### config.mk
export PLATFORM = sky130hd
export DESIGN_NAME = rev_event_status
export DESIGN_NICKNAME = d
export VERILOG_FILES = /design/src/inc/rev_pkg.sv /design/src/logic/rev_event_status.sv /design/src/logic/rev_short_timer.sv
export SDC_FILE = /design/constraint.sdc
export NUM_CORES = 1
export LEC_CHECK = 0
export BUFFER_PORTS_ARGS = -buffer_cell sky130_fd_sc_hd__buf_2
export CAP_MARGIN = 10
export CORE_ASPECT_RATIO = 1.1
export CORE_MARGIN = 1
export CORE_UTILIZATION = 60
export CTS_CLUSTER_DIAMETER = 40
export CTS_CLUSTER_SIZE = 10
export DETAILED_ROUTE_END_ITERATION = 8
export PLACE_DENSITY = 0.78
export SYNTH_ARGS = -nofsm -noshare
export SYNTH_HDL_FRONTEND = slang
export SYNTH_HIERARCHICAL = 1
export SYNTH_SLANG_ARGS = --single-unit
### constraint.sdc
create_clock -name core_clk -period 2.85 [get_ports core_clk]
set_clock_uncertainty 0.2 [all_clocks]
set_input_delay 0.285 -clock core_clk [delete_from_list [all_inputs] [get_ports core_clk]]
set_output_delay 0.285 -clock core_clk [all_outputs]
set_load 0.005 [all_outputs]
### src/inc/rev_pkg.sv
// shared constants and types for the regulator event status block
package rev_pkg;

   // register addresses
   localparam logic [7:0] REV_ADDR_SOFTWARE_RESET_REQUEST = 8'h18;
   localparam logic [7:0] REV_ADDR_TOP_SUMMARY = 8'h19;
   localparam logic [7:0] REV_ADDR_RESET_CAUSE = 8'h1A;
   localparam logic [7:0] REV_ADDR_CONV_EVENT = 8'h1B;
   localparam logic [7:0] REV_ADDR_LINREG_EVENT = 8'h1C;
   localparam logic [7:0] REV_ADDR_LIVE_STATUS = 8'h1D;

   // event register field positions
   localparam int REV_BIT_RESET_CAUSE = 0;
   localparam int REV_BIT_CH0_CURRENT_LIMIT = 0;
   localparam int REV_BIT_CH0_SHORT = 1;
   localparam int REV_BIT_CH0_POWER_GOOD = 2;
   localparam int REV_BIT_CH1_CURRENT_LIMIT = 4;
   localparam int REV_BIT_CH1_SHORT = 5;
   localparam int REV_BIT_CH1_POWER_GOOD = 6;
   localparam logic [7:0] REV_EVENT_MASK = 8'h77;

   // live status field positions
   localparam int REV_BIT_INPUT_OVERVOLTAGE = 1;
   localparam int REV_BIT_THERMAL_WARNING = 2;
   localparam int REV_BIT_THERMAL_SHUTDOWN = 3;
   localparam int REV_BIT_EXT_CLOCK_INVALID = 4;
   localparam int REV_BIT_POWER_GOOD_PIN = 7;

   // summary flag positions at the top-level flag register
   localparam int REV_BIT_LINREG_SUMMARY = 6;
   localparam int REV_BIT_CONV_SUMMARY = 5;

   // values after reset
   localparam logic [7:0] REV_RESET_BYTE = 8'h00;

   // timing
   localparam int REV_CLK_HZ = 40_000_000;
   localparam int REV_SHORT_TIME_US = 1000;
   localparam int REV_SHORT_CYCLES =
      (REV_CLK_HZ / 1_000_000) * REV_SHORT_TIME_US + 1;
   localparam int REV_SHORT_CNT_W = 16;

   // raw detector inputs of one regulator
   typedef struct packed {
      logic power_good_event;
      logic below_short_threshold;
      logic current_limit_active;
   } rev_reg_mon_t;

   // live analog status inputs
   typedef struct packed {
      logic power_good_pin;
      logic external_clock_invalid;
      logic thermal_shutdown_state;
      logic thermal_warning_state;
      logic input_overvoltage_state;
   } rev_live_t;

   // host register port
   typedef struct packed {
      logic wr;
      logic rd;
      logic [7:0] addr;
      logic [7:0] wdata;
   } rev_host_req_t;

endpackage : rev_pkg

### src/logic/rev_event_status.sv
// event flag and live status registers of a dual converter, dual regulator
`timescale 1ns/1ps
//////////////////////////////////////////////////////////////////////////////
// Operation
// [RULE1] reset-cause bit 0 latches on analog supply undervoltage or soft reset
// [RULE2] reset cause disables regulators, defaults registers, reruns startup
// [RULE3] writing one clears reset-cause bit; writing zero leaves it set
// [RULE4] converter power-good events latch at bit 6 and bit 2
// [RULE5] converter short flags latch after output below threshold over 1 ms
// [RULE6] converter current-limit flags latch at bit 4 and bit 0
// [RULE7] linear regulator power-good events latch at bit 6 and bit 2
// [RULE8] linear regulator short flags latch after over 1 ms below threshold
// [RULE9] linear regulator current-limit flags latch at bit 4 and bit 0
// [RULE10] event flags clear individually by writing one, else stay latched
// [RULE11] live status bit 7 mirrors the power-good pin
// [RULE12] live status bit 4 is one while the external clock is invalid
// [RULE13] live status bit 3 is one above thermal shutdown level
// [RULE14] live status bit 2 is one above thermal warning level
// [RULE15] live status bit 1 is one above input overvoltage threshold
// [RULE16] converter summary flag drops when converter event register is zero
// [RULE17] regulator summary flag drops when regulator event register is zero
// [RULE18] soft reset request defaults registers, reloads, self-clears
// [RULE19] live status and reserved bits ignore writes; reserved read zero
// [RULE20] an event in the clear cycle keeps its flag set
module rev_event_status
   import rev_pkg::*;
#(
   parameter int SHORT_CYCLES = REV_SHORT_CYCLES
) (
   // clock and reset
   input wire logic core_clk,
   input wire logic srst,
   // analog supply monitor
   input wire logic analog_supply_low,
   // regulator monitors, index 0 and 1
   input wire rev_reg_mon_t conv_mon [2],
   input wire rev_reg_mon_t linreg_mon [2],
   // live status sources
   input wire rev_live_t live_in,
   // host register port
   input wire rev_host_req_t host_req,
   output logic [7:0] host_rdata,
   output logic host_rvalid,
   // system control
   output logic regulators_disable,
   output logic startup_request,
   output logic nv_reload_request,
   output logic serial_if_reset,
   output logic conv_summary_flag,
   output logic linreg_summary_flag
);

   //////////////////////////////////////////////////////////////////////////
   typedef struct packed {
      logic reset_cause;
      logic [7:0] conv_flags;
      logic [7:0] linreg_flags;
      logic [4:0] live_meta;
      logic [4:0] live_sync;
      logic [1:0][5:0] mon_meta;
      logic [1:0][5:0] mon_sync;
      logic supply_meta;
      logic supply_sync;
      logic [7:0] rdata;
      logic rvalid;
      logic reg_disable;
      logic startup;
      logic nv_reload;
      logic if_reset;
      logic conv_sum;
      logic linreg_sum;
   } rev_state_t;

   rev_state_t state;
   rev_state_t next_state;

   logic [1:0] conv_short_hit;
   logic [1:0] linreg_short_hit;
   logic soft_reset;
   logic reset_cause_event;
   logic [7:0] conv_set;
   logic [7:0] linreg_set;
   logic [7:0] conv_clr;
   logic [7:0] linreg_clr;
   logic [7:0] live_byte;
   logic [7:0] top_byte;

   //////////////////////////////////////////////////////////////////////////
   // short timers per channel
   genvar gi;
   generate
      for (gi = 0; gi < 2; gi++) begin : g_ch
         rev_short_timer #(.CYCLES(SHORT_CYCLES)) u_conv_tmr (
            .core_clk(core_clk),
            .srst(srst),
            .below_threshold(state.mon_sync[gi][1]),
            .expired(conv_short_hit[gi])
         );
         rev_short_timer #(.CYCLES(SHORT_CYCLES)) u_linreg_tmr (
            .core_clk(core_clk),
            .srst(srst),
            .below_threshold(state.mon_sync[gi][4]),
            .expired(linreg_short_hit[gi])
         );
      end
   endgenerate

   //////////////////////////////////////////////////////////////////////////
   always_comb begin
      next_state = state;
      // input synchronisers
      next_state.supply_meta = analog_supply_low;
      next_state.supply_sync = state.supply_meta;
      next_state.live_meta = live_in;
      next_state.live_sync = state.live_meta;
      for (int i = 0; i < 2; i++) begin
         next_state.mon_meta[i] = {linreg_mon[i], conv_mon[i]};
         next_state.mon_sync[i] = state.mon_meta[i];
      end

      soft_reset = host_req.wr && host_req.addr == REV_ADDR_SOFTWARE_RESET_REQUEST &&
         host_req.wdata[0];
      reset_cause_event = state.supply_sync || soft_reset; // [RULE1]

      conv_set = 8'h00;
      linreg_set = 8'h00;
      conv_set[REV_BIT_CH0_POWER_GOOD] = state.mon_sync[0][2]; // [RULE4]
      conv_set[REV_BIT_CH1_POWER_GOOD] = state.mon_sync[1][2]; // [RULE4]
      conv_set[REV_BIT_CH0_SHORT] = conv_short_hit[0]; // [RULE5]
      conv_set[REV_BIT_CH1_SHORT] = conv_short_hit[1]; // [RULE5]
      conv_set[REV_BIT_CH0_CURRENT_LIMIT] = state.mon_sync[0][0]; // [RULE6]
      conv_set[REV_BIT_CH1_CURRENT_LIMIT] = state.mon_sync[1][0]; // [RULE6]
      linreg_set[REV_BIT_CH0_POWER_GOOD] = state.mon_sync[0][5]; // [RULE7]
      linreg_set[REV_BIT_CH1_POWER_GOOD] = state.mon_sync[1][5]; // [RULE7]
      linreg_set[REV_BIT_CH0_SHORT] = linreg_short_hit[0]; // [RULE8]
      linreg_set[REV_BIT_CH1_SHORT] = linreg_short_hit[1]; // [RULE8]
      linreg_set[REV_BIT_CH0_CURRENT_LIMIT] = state.mon_sync[0][3]; // [RULE9]
      linreg_set[REV_BIT_CH1_CURRENT_LIMIT] = state.mon_sync[1][3]; // [RULE9]

      // write-one clears, reserved bits masked off
      conv_clr = 8'h00;
      linreg_clr = 8'h00;
      if (host_req.wr && host_req.addr == REV_ADDR_CONV_EVENT) begin
         conv_clr = host_req.wdata & REV_EVENT_MASK; // [RULE10] [RULE19]
      end
      if (host_req.wr && host_req.addr == REV_ADDR_LINREG_EVENT) begin
         linreg_clr = host_req.wdata & REV_EVENT_MASK; // [RULE10] [RULE19]
      end

      // set wins over clear
      next_state.conv_flags = ((state.conv_flags & ~conv_clr) | conv_set) &
         REV_EVENT_MASK; // [RULE20]
      next_state.linreg_flags =
         ((state.linreg_flags & ~linreg_clr) | linreg_set) &
         REV_EVENT_MASK; // [RULE20]

      next_state.reset_cause = state.reset_cause;
      if (host_req.wr && host_req.addr == REV_ADDR_RESET_CAUSE &&
          host_req.wdata[REV_BIT_RESET_CAUSE]) begin
         next_state.reset_cause = 1'b0; // [RULE3]
      end

      // reset cause: other event flags back to defaults
      next_state.reg_disable = reset_cause_event; // [RULE2]
      next_state.startup = state.reg_disable && !reset_cause_event; // [RULE2]
      next_state.nv_reload = soft_reset; // [RULE18]
      next_state.if_reset = soft_reset; // [RULE18]
      if (reset_cause_event) begin
         next_state.conv_flags = REV_RESET_BYTE; // [RULE2] [RULE18]
         next_state.linreg_flags = REV_RESET_BYTE; // [RULE2] [RULE18]
         next_state.reset_cause = 1'b1; // [RULE1] [RULE20]
      end

      // summary flags follow the event registers
      next_state.conv_sum = |next_state.conv_flags; // [RULE16]
      next_state.linreg_sum = |next_state.linreg_flags; // [RULE17]

      // live status byte
      live_byte = 8'h00;
      live_byte[REV_BIT_POWER_GOOD_PIN] = state.live_sync[4]; // [RULE11]
      live_byte[REV_BIT_EXT_CLOCK_INVALID] = state.live_sync[3]; // [RULE12]
      live_byte[REV_BIT_THERMAL_SHUTDOWN] = state.live_sync[2]; // [RULE13]
      live_byte[REV_BIT_THERMAL_WARNING] = state.live_sync[1]; // [RULE14]
      live_byte[REV_BIT_INPUT_OVERVOLTAGE] = state.live_sync[0]; // [RULE15]

      top_byte = 8'h00;
      top_byte[REV_BIT_LINREG_SUMMARY] = state.linreg_sum;
      top_byte[REV_BIT_CONV_SUMMARY] = state.conv_sum;

      // read port, soft reset bit always reads zero
      next_state.rvalid = host_req.rd;
      next_state.rdata = 8'h00;
      if (host_req.rd) begin
         case (host_req.addr)
            REV_ADDR_RESET_CAUSE: begin
               next_state.rdata = {7'h00, state.reset_cause}; // [RULE19]
            end
            REV_ADDR_CONV_EVENT: begin
               next_state.rdata = state.conv_flags;
            end
            REV_ADDR_LINREG_EVENT: begin
               next_state.rdata = state.linreg_flags;
            end
            REV_ADDR_LIVE_STATUS: begin
               next_state.rdata = live_byte; // [RULE19]
            end
            REV_ADDR_TOP_SUMMARY: begin
               next_state.rdata = top_byte;
            end
            default: begin
               next_state.rdata = 8'h00;
            end
         endcase
      end
   end

   //////////////////////////////////////////////////////////////////////////
   always_ff @(posedge core_clk) begin
      if (srst) begin
         state <= '0;
      end else begin
         state <= next_state;
      end
   end

   //////////////////////////////////////////////////////////////////////////
   assign host_rdata = state.rdata;
   assign host_rvalid = state.rvalid;
   assign regulators_disable = state.reg_disable;
   assign startup_request = state.startup;
   assign nv_reload_request = state.nv_reload;
   assign serial_if_reset = state.if_reset;
   assign conv_summary_flag = state.conv_sum;
   assign linreg_summary_flag = state.linreg_sum;

endmodule : rev_event_status

### src/logic/rev_short_timer.sv
// short-circuit qualification timer for one regulator output
`timescale 1ns/1ps
module rev_short_timer
   import rev_pkg::*;
#(
   parameter int CYCLES = REV_SHORT_CYCLES
) (
   // clock and reset
   input wire logic core_clk,
   input wire logic srst,
   // detector
   input wire logic below_threshold,
   output logic expired
);

   typedef struct packed {
      logic [REV_SHORT_CNT_W-1:0] count;
      logic expired;
   } rev_tmr_state_t;

   localparam logic [REV_SHORT_CNT_W-1:0] LIMIT =
      REV_SHORT_CNT_W'(CYCLES);

   rev_tmr_state_t state;
   rev_tmr_state_t next_state;

   always_comb begin
      next_state = state;
      next_state.expired = 1'b0;
      if (!below_threshold) begin
         next_state.count = '0;
      end else if (state.count < LIMIT) begin
         next_state.count = state.count + 1'b1;
      end else begin
         next_state.expired = 1'b1;
      end
   end

   always_ff @(posedge core_clk) begin
      if (srst) begin
         state <= '0;
      end else begin
         state <= next_state;
      end
   end

   assign expired = state.expired;

endmodule : rev_short_timer

==> Word-level counts from Yosys, hierarchy flattened <==
Cells that the tools add are included.
{ "totals": {"n_memories": 0, "latch_bits": 0, "input_bits": 38, "mem_bits_ro": 0, "register_bits": 135, "ram_bits": 0} }
{ "classes": {"n_reduce_logical": 17, "n_div": 0, "shifts": 0, "n_eq_ne": 6, "n_addsub": 4, "multipliers": 0, "bitwise": 11, "n_lt_le_gt_ge": 4, "n_mux": 9} }
{ "op_table": {"columns": ["operator", "n"], "rows": [
  ["$add 16x1->16 const B", 4],
  ["$lt 16x16->1 const B", 4],
  ["$eq 8x5->1 const B", 6],
  ["$pmux 8 s5", 1],
  ["$mux 17", 1],
  ["$reduce_or 8->1", 2],
  ["$and 7x7->7", 2],
  ["$mux 7", 2],
  ["$not 7->7", 2],
  ["$or 7x7->7", 2],
  ["$reduce_or 2->1", 5],
  ["$logic_and 1x1->1", 7],
  ["$mux 1", 5],
  ["$not 1->1", 5],
  ["$reduce_bool 2->1", 1],
  ["$logic_not 1->1", 1],
  ["$logic_or 1x1->1", 1]
]} }

==> Longest topological paths before layout <==
Gate-level depths: netlist of the first run.
{ "logic_depth": {"depth_word": 8, "mapped_depth": 6, "ltp_nobuf": 6} }

==> Cells and area by module <==
The synthesis of the first run kept the hierarchy.
{ "modules_own_cells": {"columns": ["mod", "instances", "cells_each", "seq_area_each_um2", "area_each_um2"], "rows": [
  ["rev_short_timer", 4, 120, 340.3, 1052.3],
  ["rev_event_status", 1, 228, 1261.2, 2289.7]
]} }

==> Worst setup path after synthesis of the first run <==
OpenSTA, ideal clock, no wires.
{ "synth_path": {"path_type": "flip-flop to flip-flop", "start": "reg g_ch[0].u_conv_tmr/state[3] (netlist bit)", "end": "reg g_ch[0].u_conv_tmr/state[6] (netlist bit)", "synth_period_minus_slack_ns": 1.795, "setup_ns": 0.072, "stages_incl_launch_ff": 7, "t_arrival_ns": 1.523, "n_path_buf": 1, "t_required_ns": 2.578, "slack_ns": 1.055, "path_cell_list": "dfxtp_1 > buf_6 > nor4_4 > and3_4 > o21bai_4 > a2111oi_4 > mux2i_1"} }
{ "synth_between": {"elab_chain_cells": 1, "elab_cells_between_ends": 2, "classes_between": "add/sub: 1; order compare: 1"} }
{ "synth_lines": {"columns": ["element", "line_no", "text"], "rows": [
  ["start: declaration", "rev_short_timer.sv:24", "rev_tmr_state_t state;"],
  ["start signal: assignment", "rev_short_timer.sv:43", "state <= next_state;"],
  ["$add 16x1->16 / $lt 16x16->1 (equally long branches)", "rev_short_timer.sv:33, rev_short_timer.sv:32", null]
]} }
Parallel ways exist; a longest one is shown, timed or not.
A chain may end at the register's enable or synchronous reset.

==> Worst setup path in the final report of the first run <==
{ "layout_path": {"start": "reg g_ch[1].u_conv_tmr/state[15] (netlist bit)", "end": "reg g_ch[1].u_conv_tmr/state[15] (netlist bit)"} }
{ "layout_between": {"elab_chain_cells": 1, "elab_cells_between_ends": 2, "classes_between": "add/sub: 1; order compare: 1"} }
{ "layout_lines": {"columns": ["element", "line_no"], "rows": [
  ["start: declaration", "rev_short_timer.sv:24"],
  ["start signal: assignment", "rev_short_timer.sv:43"],
  ["$add 16x1->16 / $lt 16x16->1 (equally long branches)", "rev_short_timer.sv:33, rev_short_timer.sv:32"]
]} }
Parallel ways exist; a longest one is shown, timed or not.

==> impl_metrics.yaml, run 1 <==
timing:
  drv_slew: 0
  slew_headroom_pct: 58.7
  rsz0062_at_grt: "false"
  finalSetupTns_ns: 0
  timing.final.ws_setup_ns: 0.860
  post-route-period-util_pct: 69.8
  fin_crit_ns: 1.99
  setup_violations: 0
  finalHoldViolCount: 0
  max_freq_mhz: 502
  worstMarginPinSlew_ns: 0.615
synthesis:
  synth_most_common_cell: "dfxtp_1"
  yosysTopAreaCell: "dfxtp_1"
  synthArstFlopShare_pct: 0
  yosysSeqAreaShare_pct: 40.4
  syn-mean-instance-area_um2: 9.18
  synth_ff_type: "dfxtp_1"
  synthCells: 708
  synth_warnings: 6
  syn_area_mm2: 0.00650
  synth_cell_types: 55
  synth-edff-count: 0
  synth.area.top_cells: "dfxtp_1 40%, nor2b_1 4.8%, nand4_1 4.1%"
  syn-num-nets: 754
  ys_ff_latch: 131
  synth_top_area_share_pct: 40.4
  synth_commonest_cells: "131 x dfxtp_1, 68 x nor2_1, 52 x nand2_1"
placed_design:
  pre_cts_slack_ns: 0.681
  portBuffers: 50
  dpl-instance-area_mm2: 0.00675
  place_congestion: 0.978
  dp_hpwl_mm: 9.55
  dp_cells: 867
floorplan:
  row_count: 39
  die_h_um: 111
  io_pins: 53
  core_mm2: 0.0104
  die_w_um: 101
  dieArea_mm2: 0.0113
  initial_core_util_pct: 62.2
finish:
  stdcell_count: 918
  area_growth_syn_to_layout_pct: 15.6
  fin_area_mm2: 0.00751
  num-fill-cells: 798
  nets: 808
  antenna_cells: 0
  drive_above_1_share_pct: 17.4
cts:
  clkSinkCount: 131
  cts_resized: 0
  cts_buffers: 17
  clkTransAtPathRegs_ns: 0.06
  tritoncts: "built"
  htree_levels: 4
  cts-root-buf: "clkbuf_16"
  insertion_delay_ns: 0.42
  cts_buffer_depth: 2
global_route:
  grt_pass1_vias: 5305
  grt_max_degree: 30
  grt_pass1_wl_mm: 24.1
  overflow: 0
  antenna_found_initial: 0
  grt_util_all_layers_pct: 26.9
detailed_routing:
  drc_errors: 0
  drtPass1Iterations: 6
  dr_total_vias: 5483
  drtIter0Drc: 333
  vias_per_cell: 5.97
  post_drt_wl_per_cell_um: 15.3
  ant_nets: 0
  routed_wirelength_mm: 14.1
run:
  drv_cap: 0
setup_path:
  required_ns: 2.94
  crit_path_end_kind: "flip-flop"
  start_kind: "flip-flop"
  cp_max_fo: 8
  worstPathArrival_ns: 2.08
  crit_type: "reg2reg"
power:
  power.density_mw_per_mm2: 554
  vdd_drop_max_mv: 0.351
  p_leak_nw: 2.58
status:
  outcome: "finished clean"
min_path:
  hold_path.class: "in2reg"
where the power goes:
group / internal, mW / switching, mW / total (mW)
sequential: 1.87 / 0.0198 / 1.89
clock: 1.22 / 0.861 / 2.08
combinational: 0.0916 / 0.0970 / 0.189
area by class of cell:
type,count,area (um2),share of cell area (%)
repair buffers,75,485,6.46
well taps,143,179,2.38
inverters,14,52.6,0.700
multi-input cells,523,3600,47.9
clock buffers,17,425,5.66
flip-flops and latches,131,2620,34.9
clock inverters,15,145,1.93
state kept, by name, indices dropped and copies added, names as in the netlist:
signal	flops
linreg_summary_flag	1
host_rdata	8
linreg_set	4
g_ch.u_linreg_tmr/state	32
conv_summary_flag	1
conv_set	4
state	18
g_ch.u_conv_tmr/state	32
serial_if_reset	1
g_ch.u_conv_tmr/expired	2
live_byte	5
regulators_disable	1
next_state	18
g_ch.u_linreg_tmr/expired	2
startup_request	1
host_rvalid	1
kinds of logic (layout without fill, tap and decap cells):
| logic type | Yosys count | in the layout | synth area share (%) |
|---|---|---|---|
| buffers and inverters | 54 | 121 | 4.24 |
| muxes | 12 | 12 | 1.85 |
| xor gates and xnor gates | 20 | 20 | 2.70 |
| adders and majority gates | 8 | 8 | 1.54 |
| DFF | 131 | 131 | 40.4 |
| and+or+nand+nor | 355 | 355 | 33.9 |
| AOI/OAI and AO/OA | 128 | 128 | 15.4 |
critical path: stages, from the launching register on:
cell     delay, ns
dfxtp_1       0.36
o21ai_1       0.53
nand4_1       0.26
nor3_1        0.31
xnor2_1       0.15
nor2_1        0.05
cell usage in the layout, fill, tap and decap left out, drive strengths merged, types with 5 or more instances in the layout:
master and instances:
a31oi 14, ha 8, nor2b 50, dlygate4sd3 19, nor2 68, clkbuf 17
buf 56, or4 6, nand3 26, inv 22, and2 8, and3 6
o2111ai 6, nor3 13, mux2i 12, nor4 22, nand4 47, nand2 52
xnor2 20, dfxtp 131, o21ai 16, a21oi 38, nand2b 16, or2 5
o211ai 12, and4 10, or3 16
final timing paths:
| kind | startpoint | to | slack [ns] | depth (start not counted) |
|---|---|---|---|---|
| worst max-delay path | g_ch[1].u_conv_tmr/state[15]$_SDFFE_PP0N_ | g_ch[1].u_conv_tmr/state[15]$_SDFFE_PP0N_ | 0.86 | 5 |
| worst min-delay path | host_req[6] | state[65]$_SDFF_PP0_ | 0.04 | 4 |
| worst max register to register | g_ch[1].u_conv_tmr/state[15]$_SDFFE_PP0N_ | g_ch[1].u_conv_tmr/state[15]$_SDFFE_PP0N_ | 0.86 | 5 |
| worst min register to register | next_state[28]$_SDFF_PP0_ | linreg_set[6]$_SDFF_PP0_ | 0.24 | 1 |
metal layers:
layer | global-route usage (%) | routed length, um | vias to the layer above
li1 | - | - | 2700
met1 | 31.1 | 5840 | 2599
met2 | 46.4 | 7270 | 149
met3 | 5.93 | 675 | 35
met4 | 12.6 | 264 | 0
met5 | 0 | 0 | -
metrics by stage:
stage | power (mW) | utilization (%) | hold WS (ns)
3_3_place_gp | 2.09 | 64.6 | 0.216
3_5_place_dp | 2.09 | 64.6 | 0.223
2_1_floorplan | 2.03 | - | 0.176
4_1_cts | 4.20 | 71.9 | 0.0288
6_report | 4.16 | 71.9 | 0.0429
5_1_grt | 4.32 | 71.9 | 0.0809
repair_timing:
action                    in CTS  in global routing
hold buffers                  19                  0
buffers inserted               0                  0
hold endpoints to repair      19                  0
Note: power is estimated with default switching activity, not from simulation.
==> run 2: changes to the inputs <==
--- a/config.mk
+++ b/config.mk
@@ -9,11 +9,11 @@
 export CAP_MARGIN = 10
 export CORE_ASPECT_RATIO = 1.1
 export CORE_MARGIN = 1
-export CORE_UTILIZATION = 60
+export CORE_UTILIZATION = 54
 export CTS_CLUSTER_DIAMETER = 40
 export CTS_CLUSTER_SIZE = 10
 export DETAILED_ROUTE_END_ITERATION = 8
-export PLACE_DENSITY = 0.78
+export PLACE_DENSITY = 0.74
 export SYNTH_ARGS = -nofsm -noshare
 export SYNTH_HDL_FRONTEND = slang
 export SYNTH_HIERARCHICAL = 1
==> constraint.sdc (replaced) <==
create_clock -name core_clk -period 1.8 [get_ports core_clk]
set_clock_uncertainty 0.2 [all_clocks]
set_input_delay 0.18 -clock core_clk [delete_from_list [all_inputs] [get_ports core_clk]]
set_output_delay 0.18 -clock core_clk [all_outputs]
set_load 0.005 [all_outputs]
==> run 2 against run 1 <==
Critical path depth up 1. Utilization up 0.22 points. Combinational power up 91%. Routed wire length increased by 15%. Highest routed layer unchanged.
==> impl_metrics.yaml, run 2 (synthesis results as in run 1) <==
power:
  p_total_mw: 7.08
  p_leak_nw: 3.02
  power.density_mw_per_mm2: 846
  vdd_drop_max_mv: 0.604
global_route:
  grt_max_degree: 51
  grt_pass1_wl_mm: 25.1
  overflow: 0
  grt_pass1_vias: 5435
  antenna_found_initial: 0
  grt_util_all_layers_pct: 25.3
placed_design:
  dp_hpwl_mm: 10.3
  portBuffers: 50
  pre_cts_slack_ns: -0.0252
  place_congestion: 0.901
  dpl-instance-area_mm2: 0.00715
timing:
  slew_headroom_pct: 65.2
  max_freq_mhz: 564
  finalHoldViolCount: 0
  fin_hold_ws_ns: 0.0305
  setup_violations: 0
  fin_crit_ns: 1.77
  drv_slew: 0
  post-route-period-util_pct: 98.5
  rsz0062_at_grt: "true"
  timing.final.ws_setup_ns: 0.0263
  worstMarginPinSlew_ns: 0.521
floorplan:
  die_h_um: 117
  io_pins: 53
  die_w_um: 107
  initial_core_util_pct: 56.1
  dieArea_mm2: 0.0125
  core_mm2: 0.0116
  row_count: 41
cts:
  cts-root-buf: "clkbuf_16"
  insertion_delay_ns: 0.42
  clkSinkCount: 131
  clkTransAtPathRegs_ns: 0.06
  tritoncts: "built"
  cts_buffer_depth: 2
  htree_levels: 4
  cts_buffers: 17
setup_path:
  critPathTopFamily: "simple AND/OR/NAND/NOR gates"
  worstPathArrival_ns: 1.91
  cp_max_fo: 6
  cp_slowest_stage_delay_ns: 0.36
  cpMaxStageDelayCell: "or3_1"
  worst-path-buf-inv: 1
  required_ns: 1.94
  start_kind: "flip-flop"
  crit_path_end_kind: "flip-flop"
  path_cells: "inv_1, ha_1, and3_4, o21ba_2, or3_1, o211ai_1"
  crit_type: "reg2reg"
detailed_routing:
  drtPass1Iterations: 5
  post_drt_wl_per_cell_um: 16.1
  drtIter0Drc: 380
  dr_total_vias: 5887
  ant_nets: 0
  drc_errors: 0
  routed_wirelength_mm: 16.1
  vias_per_cell: 5.90
finish:
  fin_area_mm2: 0.00836
  final_cell_mix: "104 x dfxtp_1, 67 x nor2_1, 62 x buf_4"
  area_growth_syn_to_layout_pct: 28.7
  nets: 881
  drive_above_1_share_pct: 27.6
  reg_top3: "g_ch.u_conv_tmr/state: 32 flops, g_ch.u_linreg_tmr/state: 32 flops"
  antenna_cells: 0
  final_common_cell: "dfxtp_1"
min_path:
  hold_path.class: "in2reg"
run:
  drv_cap: 0
status:
  outcome: "finished clean"
## run 2: cell types whose count changed in the layout (fill, tap and decap cells not counted), moves of 4 or more
cell	previous run	this run
buf_4	6	62
nor4_4	8	13
dlygate4sd3_1	19	35
nor3_2	0	5
nor3_1	13	8
nor4_2	8	3
dfxtp_1	131	104
dfxtp_2	0	24
inv_6	7	3
## run 2: timing repair
action / in CTS / in global routing
hold endpoints to repair: 42 / 0
resized for setup: 10 / 43
setup buffers: 0 / 6
pin swaps: 5 / 28
setup endpoints to repair: 8 / 47
hold buffers: 35 / 0
## run 2: path summary, 6_finish.rpt
check,startpoint,end,slack [ns],cells after the start
setup / recovery,g_ch[0].u_linreg_tmr/state[1]$_SDFFE_PP0N_,g_ch[0].u_linreg_tmr/state[2]$_SDFFE_PP0N_,0.03,6
hold / removal,host_req[10],host_rdata[2]$_SDFF_PP0_,0.03,3
setup reg to reg,g_ch[0].u_linreg_tmr/state[1]$_SDFFE_PP0N_,g_ch[0].u_linreg_tmr/state[2]$_SDFFE_PP0N_,0.03,6
hold reg to reg,live_byte[7]$_SDFF_PP0_,host_rdata[7]$_SDFF_PP0_,0.23,1
## run 2: area by class of cell
class | count | area (um2)
clock buffers | 18 | 439
inverters | 14 | 52.6
repair buffers | 148 | 1090
multi-input cells | 523 | 3730
clock inverters | 14 | 203
well taps | 150 | 188
fillers | 790 | 3230
flip-flops and latches | 131 | 2660
## run 2: worst reg2reg max path: cells and delay by family (launching register included)
family | cells | cell delay [ns]
adder cells (fa/ha/maj) | 1 | 0.21
AO/OA/AOI/OAI | 2 | 0.34
AND/OR/NAND/NOR | 2 | 0.54
flip-flops | 1 | 0.33
buffers and inverters | 1 | 0.07
## run 2: layer usage
metal  GRT usage [%]  part of all wire, %
met1            29.4                   42
met5               0                    0
met2            45.2                   51
met3            4.65                  4.1
met4            12.2                  2.3
## run 2: where the power goes
group	internal (mW)	total [mW]	switching (mW)
Sequential	2.96	2.98	0.0279
Clock	2.37	3.73	1.36
Combinational	0.186	0.361	0.175
## run 2: per-stage QoR
step                std cells  util [%]  TNS [ns]
finish                    998      72.1         0
global route              998      72.1    -0.256
CTS                       992      70.4         0
global placement          925      61.7         0
detailed placement        925      61.7   -0.0572
floorplan                 708         -         0
